$ cat src/include/mscr_pkg.sv
package mscr_pkg;
	// ****************************************
	// geometry
	// ****************************************
	localparam int SLOTS = 4;
	localparam int ADDR_W = 16;
	localparam int DATA_W = 8;
	// ****************************************
	// register offsets inside the a16 window
	// ****************************************
	localparam logic [15:0] OFF_SLOT_A = 16'h00C3;
	localparam logic [15:0] OFF_SLOT_B = 16'h01C3;
	localparam logic [15:0] OFF_SLOT_C = 16'h02C3;
	localparam logic [15:0] OFF_SLOT_D = 16'h03C3;
	localparam logic [15:0] OFF_IRQ_A = 16'h00C1;
	localparam logic [15:0] OFF_SLOT_STEP = 16'h0100;
	// ****************************************
	// field positions and reset values
	// ****************************************
	localparam int BIT_RESET = 7;
	localparam int BIT_ERROR = 2;
	localparam int BIT_IRQ1 = 1;
	localparam int BIT_IRQ0 = 0;
	localparam int IRQ0_LSB = 0;
	localparam int IRQ1_LSB = 4;
	localparam logic [7:0] CTRL_RESET_VAL = 8'h00;
	localparam logic [2:0] IRQ_LEVEL_OFF = 3'h0;
	localparam logic [3:0] SEL_LAST_REG = 4'h7;
	// ****************************************
	// module reset pulse timing
	// ****************************************
	localparam int CLK_PERIOD_NS = 40;
	localparam int MOD_RESET_NS = 200000;
	localparam int MOD_RESET_CYC = (MOD_RESET_NS + CLK_PERIOD_NS - 1) / CLK_PERIOD_NS;
	// ****************************************
	// carriers
	// ****************************************
	typedef struct packed {
		logic sel;
		logic wr;
		logic [15:0] addr;
		logic [7:0] wdata;
	} mscr_req_t;
	typedef struct packed {
		logic error_n;
		logic irq1_n;
		logic irq0_n;
	} mscr_mod_stat_t;
endpackage

$ cat src/rtl/mscr_slot_regs.sv
`timescale 1ns/10ps
// Behaviour
// - four slot control registers at a16 offsets 0x00C3..0x03C3
// - registers answer only while map selector is 0 to 7
// - writing 1 to bit 7 starts module reset; reads 0 after reset
// - bit 7 stays 1 during reset, hardware clears it on completion
// - reading bit 7 returns live reset progress for polling
// - bit 2 read-only, 1 while module error line active, resets 0
// - bits 1 and 0 read-only, follow module irq lines 1 and 0
// - selector 8 to F disables registers, range goes to module id space
// - irq level 000 disables forwarding; any of 001 to 111 forwards the line on its irq_fwd_o bit while selector is 0 to 7
module mscr_slot_regs #(
	parameter int RESET_CYC = mscr_pkg::MOD_RESET_CYC
) (
	input wire logic core_clk_i,
	input wire logic rstn_i,
	input wire logic [3:0] register_map_selector_i,
	input wire mscr_pkg::mscr_req_t req_i,
	input wire logic [2:0] irq_level_a0_i,
	input wire logic [2:0] irq_level_a1_i,
	input wire logic [2:0] irq_level_b0_i,
	input wire logic [2:0] irq_level_b1_i,
	input wire logic [2:0] irq_level_c0_i,
	input wire logic [2:0] irq_level_c1_i,
	input wire logic [2:0] irq_level_d0_i,
	input wire logic [2:0] irq_level_d1_i,
	input wire mscr_pkg::mscr_mod_stat_t mod_stat_a_i,
	input wire mscr_pkg::mscr_mod_stat_t mod_stat_b_i,
	input wire mscr_pkg::mscr_mod_stat_t mod_stat_c_i,
	input wire mscr_pkg::mscr_mod_stat_t mod_stat_d_i,
	output logic [7:0] rdata_o,
	output logic ack_o,
	output logic id_space_sel_o,
	output logic [3:0] mod_reset_n_o,
	output logic [7:0] irq_fwd_o
);
	// ****************************************
	// pin synchronisers
	// ****************************************
	logic [3:0] sel_s1, sel_s2;
	logic [11:0] stat_s1, stat_s2;
	wire logic [11:0] stat_raw = {mod_stat_d_i, mod_stat_c_i, mod_stat_b_i, mod_stat_a_i};
	always_ff @(posedge core_clk_i or negedge rstn_i) begin
		if (!rstn_i) begin
			sel_s1 <= 4'hF;
			sel_s2 <= 4'hF;
			stat_s1 <= 12'hFFF;
			stat_s2 <= 12'hFFF;
		end else begin
			sel_s1 <= register_map_selector_i;
			sel_s2 <= sel_s1;
			stat_s1 <= stat_raw;
			stat_s2 <= stat_s1;
		end
	end
	// ****************************************
	// decode
	// ****************************************
	function automatic logic [1:0] slot_of(input logic [15:0] a);
		return a[9:8];
	endfunction
	wire logic regs_on = (sel_s2 <= mscr_pkg::SEL_LAST_REG);
	wire logic ctrl_hit = req_i.sel && (req_i.addr[15:10] == 6'h00)
		&& (req_i.addr[7:0] == mscr_pkg::OFF_SLOT_A[7:0]);
	wire logic hi_range = req_i.sel && (req_i.addr[7:6] == 2'h3);
	wire logic [1:0] slot = slot_of(req_i.addr);
	wire logic take = ctrl_hit && regs_on;
	wire logic [3:0] start_vec = (take && req_i.wr && req_i.wdata[mscr_pkg::BIT_RESET])
		? (4'h1 << slot) : 4'h0;
	// ****************************************
	// per-slot reset engines
	// ****************************************
	logic [3:0] busy;
	logic [3:0] rst_n;
	genvar g;
	generate
		for (g = 0; g < mscr_pkg::SLOTS; g++) begin : g_slot
			mscr_slot_reset #(.RESET_CYC(RESET_CYC)) u_rst (
				.core_clk_i(core_clk_i),
				.rstn_i(rstn_i),
				.start_i(start_vec[g]),
				.busy_o(busy[g]),
				.mod_reset_n_o(rst_n[g])
			);
		end
	endgenerate
	// ****************************************
	// read data
	// ****************************************
	wire mscr_pkg::mscr_mod_stat_t st = stat_s2[slot*3 +: 3];
	wire logic [7:0] ctrl_word = {busy[slot], 4'h0, !st.error_n, !st.irq1_n, !st.irq0_n};
	wire logic [23:0] lv = {irq_level_d1_i, irq_level_d0_i, irq_level_c1_i, irq_level_c0_i,
		irq_level_b1_i, irq_level_b0_i, irq_level_a1_i, irq_level_a0_i};
	logic [7:0] next_fwd;
	always_comb begin
		next_fwd = 8'h00;
		for (int i = 0; i < 8; i++) begin
			next_fwd[i] = (lv[i*3 +: 3] != mscr_pkg::IRQ_LEVEL_OFF) && !stat_s2[(i/2)*3 + (i%2 == 0 ? 0 : 1)];
		end
	end
	always_ff @(posedge core_clk_i or negedge rstn_i) begin
		if (!rstn_i) begin
			rdata_o <= mscr_pkg::CTRL_RESET_VAL;
			ack_o <= 1'b0;
			id_space_sel_o <= 1'b0;
			mod_reset_n_o <= 4'hF;
			irq_fwd_o <= 8'h00;
		end else begin
			rdata_o <= take ? ctrl_word : 8'h00;
			ack_o <= take;
			id_space_sel_o <= hi_range && !regs_on;
			mod_reset_n_o <= rst_n;
			irq_fwd_o <= regs_on ? next_fwd : 8'h00;
		end
	end
	// ****************************************
	// checks
	// ****************************************
	AST_START: assert property (@(posedge core_clk_i) disable iff (!rstn_i)
		start_vec[0] && !busy[0] |=> busy[0]) else $error("write did not start reset");
	AST_POLL: assert property (@(posedge core_clk_i) disable iff (!rstn_i)
		take && !req_i.wr |=> rdata_o[7] == $past(busy[slot])) else $error("bad reset bit read");
	AST_HOLD: assert property (@(posedge core_clk_i) disable iff (!rstn_i)
		$rose(busy[1]) |-> busy[1][*4]) else $error("reset bit dropped early");
	AST_IDOFF: assert property (@(posedge core_clk_i) disable iff (!rstn_i)
		regs_on |=> !id_space_sel_o) else $error("id space selected while registers on");
	AST_PIN: assert property (@(posedge core_clk_i) disable iff (!rstn_i)
		busy[2] |=> !mod_reset_n_o[2]) else $error("module reset not driven");
	AST_RSVD: assert property (@(posedge core_clk_i) disable iff (!rstn_i)
		rdata_o[6:3] == 4'h0) else $error("reserved bits not zero");
	AST_OFF: assert property (@(posedge core_clk_i) disable iff (!rstn_i)
		!regs_on |=> !ack_o) else $error("register answered while disabled");
	AST_ERR: assert property (@(posedge core_clk_i) disable iff (!rstn_i)
		take && !st.error_n |=> rdata_o[2]) else $error("error bit wrong");
	AST_IRQ: assert property (@(posedge core_clk_i) disable iff (!rstn_i)
		take |=> rdata_o[1:0] == $past({!st.irq1_n, !st.irq0_n})) else $error("irq bits wrong");
	AST_LVL: assert property (@(posedge core_clk_i) disable iff (!rstn_i)
		irq_level_a0_i == 3'h0 |=> !irq_fwd_o[0]) else $error("disabled irq forwarded");
	COV_WR: cover property (@(posedge core_clk_i) start_vec != 4'h0);
	COV_DONE: cover property (@(posedge core_clk_i) $fell(busy[0]));
	COV_ID: cover property (@(posedge core_clk_i) id_space_sel_o);
	COV_POLL: cover property (@(posedge core_clk_i) take && !req_i.wr && busy[slot]);
endmodule

$ cat src/rtl/mscr_slot_reset.sv
`timescale 1ns/10ps
module mscr_slot_reset #(
	parameter int RESET_CYC = 5000
) (
	input wire logic core_clk_i,
	input wire logic rstn_i,
	input wire logic start_i,
	output logic busy_o,
	output logic mod_reset_n_o
);
	logic [31:0] count;
	logic busy;
	wire logic last = (count == 32'h00000001);
	always_ff @(posedge core_clk_i or negedge rstn_i) begin
		if (!rstn_i) begin
			busy <= 1'b0;
			count <= 32'h00000000;
		end else if (!busy && start_i) begin
			busy <= 1'b1;
			count <= 32'(RESET_CYC);
		end else if (busy) begin
			busy <= !last;
			count <= count - 32'h00000001;
		end
	end
	// reset line follows busy so host polling and the module see the same window
	assign busy_o = busy;
	assign mod_reset_n_o = !busy;
	// a counter carries the long window so the property stays bounded for any RESET_CYC
	AST_LENGTH: assert property (@(posedge core_clk_i) disable iff (!rstn_i)
		busy && !last |=> busy) else $error("reset ended early");
	AST_END: assert property (@(posedge core_clk_i) disable iff (!rstn_i)
		busy && last |=> !busy) else $error("reset did not end");
endmodule

$ cat config.mk
export PLATFORM = sky130hd
export DESIGN_NAME = mscr_slot_regs
export DESIGN_NICKNAME = d
export VERILOG_FILES = /design/src/include/mscr_pkg.sv /design/src/rtl/mscr_slot_regs.sv /design/src/rtl/mscr_slot_reset.sv
export SDC_FILE = /design/constraint.sdc
export NUM_CORES = 1
export LEC_CHECK = 0
export BUFFER_PORTS_ARGS = -buffer_cell sky130_fd_sc_hd__clkbuf_2
export CAP_MARGIN = 20
export CORE_MARGIN = 8
export CORE_UTILIZATION = 38
export CTS_CLUSTER_DIAMETER = 50
export DETAILED_ROUTE_END_ITERATION = 8
export SYNTH_ARGS = -nofsm -noshare
export SYNTH_HDL_FRONTEND = slang
export SYNTH_SLANG_ARGS = --single-unit
$ cat constraint.sdc
create_clock -name core_clk_i -period 2.1 [get_ports core_clk_i]
set_clock_uncertainty 0.05 [all_clocks]
set_input_delay 0.21 -clock core_clk_i [delete_from_list [all_inputs] [get_ports core_clk_i]]
set_output_delay 0.21 -clock core_clk_i [all_outputs]
set_load 0.02 [all_outputs]
==> flow_summary_export.csv <==
group,metric,value,unit
run_status,status,"complete, but fails checks",
run_status,violations,"negative setup slack",
place,port_buffers,75,
floorplan,io_pins,90,
final_layout,fin_nets,1019,
timing,fmax,476,MHz
synthesis,synth_top_family_by_area,"simple AND/OR/NAND/NOR gates",
floorplan,num_rows,53,
final_layout,fin_util,0.501,
floorplan,start_util,0.386,
clock_tree,cts_buffer_depth,2,
drt,antenna_left,0,
floorplan,core,0.0210,mm²
place,place_congestion,0.758,
final_layout,final_common_cell,"dfrtp_1",
synthesis,yosys_warnings,0,
clock_tree,root_buffer,"clkbuf_16",
synthesis,synth_edf_count,0,
global_route,grt_use_total,0.146,
clock_tree,cts_made_buffers,17,
clock_tree,ctsHtreeMaxLevel,4,
pwr,p_per_area,641,mW/mm²
global_route,antenna_found_initial,0,
drt,vias_per_cell,5.22,
floorplan,die_w,162,µm
synthesis,synth_adder_area_share,0.0123,
place,dp_cells,1176,
min_path,hold_path.class,"in -> reg",
final_layout,fin_cells,1232,
global_route,first_global_vias,6320,
final_layout,fillers,1893,
synthesis,ys_seq_area_frac,0.548,
worst_setup_path,worstSetupEndpointType,"register",
timing,finalHoldViolCount,0,
drt,routed_wl,18.6,mm
worst_setup_path,startpoint_type,"register",
synthesis,synth_top_area_cell,"dfrtp_1",
drt,dr.pass1.iters,5,
clock_tree,clk_pin_slew,0.07,ns
timing,tightest_slew,0.490,ns
final_layout,drive_gt1_frac,0.324,
timing,min_period,2.10,ns
final_layout,layout.cells.most_common_list,"146 x dfrtp_1, 96 x buf_4, 74 x clkbuf_2, 69 x nand3_1, 57 x nor3_1",
synthesis,synthXorXnorAreaFrac,0.0108,
timing,setup_viol,1,
floorplan,dieArea,0.0263,mm²
synthesis,synth_top_area_share,0.450,
worst_setup_path,crit_arrival,2.36,ns
final_layout,area_growth,29.8,%
global_route,grt_max_degree,50,
drt,vias,6432,
synthesis,synth_top_flop_cell,"dfrtp_1",
timing,period_share,1.00,
synthesis,yosys.area_share.simple,0.262,
timing,rsz0062_at_grt,"true",
synthesis,async_flop_share,1.00,
synthesis,synth-seq-cells,176,
timing,fin_ws,-0.00133,ns
synthesis,synth_area,0.00811,mm²
synthesis,synth_cell_type_count,62,
synthesis,synthCells,755,
place,dpl.hpwl,12.9,mm
job,max-cap-violations,0,
synthesis,synth_compound_area_frac,0.0979,
drt,wl_per_cell,15.1,µm
worst_setup_path,worstPathRequired,2.36,ns
global_route,grt.overflow.total,0,
clock_tree,cts.sinks,176,
clock_tree,clk-insertion-delay-late,0.43,ns
drt,drtIter0Drc,324,
timing,relSlewSlack,0.671,
pwr,leakage,4.45,nW
synthesis,synth_mux_area_frac,0.0403,
synthesis,ys_top_cells_by_area,"dfrtp_1 45%, dfstp_2 9.7%, nand3_1 4.4%",
synthesis,syn_avg_cell_area,10.7,µm²
drt,drc,0,
global_route,grt_pass1_wl,31.1,mm
pwr,ir_worst_vdd,0.525,mV
worst_setup_path,critPathKind,"reg -> reg",
worst_setup_path,crit_fanout,7,
timing,final_max_slew_viol_count,0,
floorplan,die_h,162,µm
clock_tree,cts_tree,"built",
[where the power goes]
part	switching, W	internal, W
clock network	0.00137	0.00168
logic	0.000140	0.000104
registers	0.0000126	0.00344
total	0.00153	0.00523
[critical path, cell delays in order, from the launching register on]
cell,delay [ns]
dfrtp_1,0.38
or3_4,0.39
or3_4,0.39
or3_4,0.40
o311ai_4,0.25
o41ai_2,0.11
[Yosys cell counts (5+ instances only)]
master / number
clkbuf_1: 15
nand2_1: 49
or3_1: 20
mux2i_1: 18
o211ai_1: 12
dfrtp_1: 146
inv_1: 15
buf_2: 9
a21oi_1: 12
ha_1: 8
nand4bb_1: 5
o21ai_0: 28
or2_2: 6
xor2_1: 8
mux2_2: 5
o21ai_1: 27
nand4_1: 11
o41ai_1: 8
nor2_1: 43
o31ai_1: 16
nor3_1: 62
nand4b_1: 6
nor4_2: 11
nand3_1: 71
or4_1: 23
nand3b_1: 9
dfstp_2: 30
nor4_1: 12
[what timing repair did]
action | 4_1_cts | 5_1_grt
gates cloned | 0 | 0
endpoints found under the hold margin | 55 | 1
resized for setup | 10 | 39
pin swaps | 1 | 8
setup endpoints to repair | 15 | 67
hold buffers | 19 | 1
setup buffers | 0 | 3
[stage by stage]
stage / worst slack, ns / hold WS [ns] / total power, W / setup TNS [ns] / cell area (µm²)
floorplan: -0.0258 / -0.136 / 0.00358 / -0.0628 / 8120
global placement: -0.0420 / 0.135 / 0.00374 / -0.174 / 9480
detailed placement: -0.0796 / 0.139 / 0.00374 / -0.441 / 9480
CTS: 0.000878 / 0.000249 / 0.00684 / 0 / 10300
global route: -0.0905 / 0.00952 / 0.00703 / -0.585 / 10500
finish: -0.00133 / 0.0144 / 0.00675 / -0.00133 / 10500
[cell families after synthesis]
logic type	Yosys count
DFF	176
adders and majority gates	8
other	1
muxes	27
and+or+nand+nor	361
AOI/OAI and AO/OA	124
buffers and inverters	48
xor gates and xnor gates	10
[path summary, 6_finish.rpt]
kind                                            from                         to  slack, ns  depth (start not counted)
setup reg to reg           g_slot[1].u_rst.count[10]  g_slot[1].u_rst.count[30]     -0.001                          5
setup / recovery           g_slot[1].u_rst.count[10]  g_slot[1].u_rst.count[30]     -0.001                          5
hold / removal                     irq_level_d1_i[2]               irq_fwd_o[7]       0.01                          3
min in group asynchronous                     rstn_i  g_slot[0].u_rst.count[21]       0.23                          2
max in group asynchronous                     rstn_i                 stat_s2[6]       1.02                          3
hold reg to reg                           stat_s1[0]                 stat_s2[0]       0.30                          0
[state kept, by name, indices dropped and copies added, names as in the netlist]
signal	count
g_slot.u_rst.count	128
stat_s1	12
stat_s2	12
irq_fwd_o	8
g_slot.u_rst.busy_o	4
mod_reset_n_o	4
rdata_o	4
ack_o	1
id_space_sel_o	1
sel_s1	1
sel_s2	1
[metal layers]
| layer | global-route usage | up-vias | part of all wire |
|---|---|---|---|
| li1 | - | 3209 | - |
| met1 | 0.189 | 3128 | 0.46 |
| met2 | 0.237 | 78 | 0.49 |
| met3 | 0.0344 | 17 | 0.034 |
| met4 | 0.0467 | 0 | 0.014 |
| met5 | 0 | - | 0 |
[final cells by class]
type	instances	area (µm²)	share of cell area
clock inverter	11	109	0.0103
tap	275	344	0.0327
antenna	1	2.50	0.000238
multi-input combinational	534	3700	0.351
inverter	15	56.3	0.00535
sequential	176	4440	0.422
timing repair buffer	199	1430	0.136
clock buffer	21	450	0.0428
(Power assumes the default switching activity.)
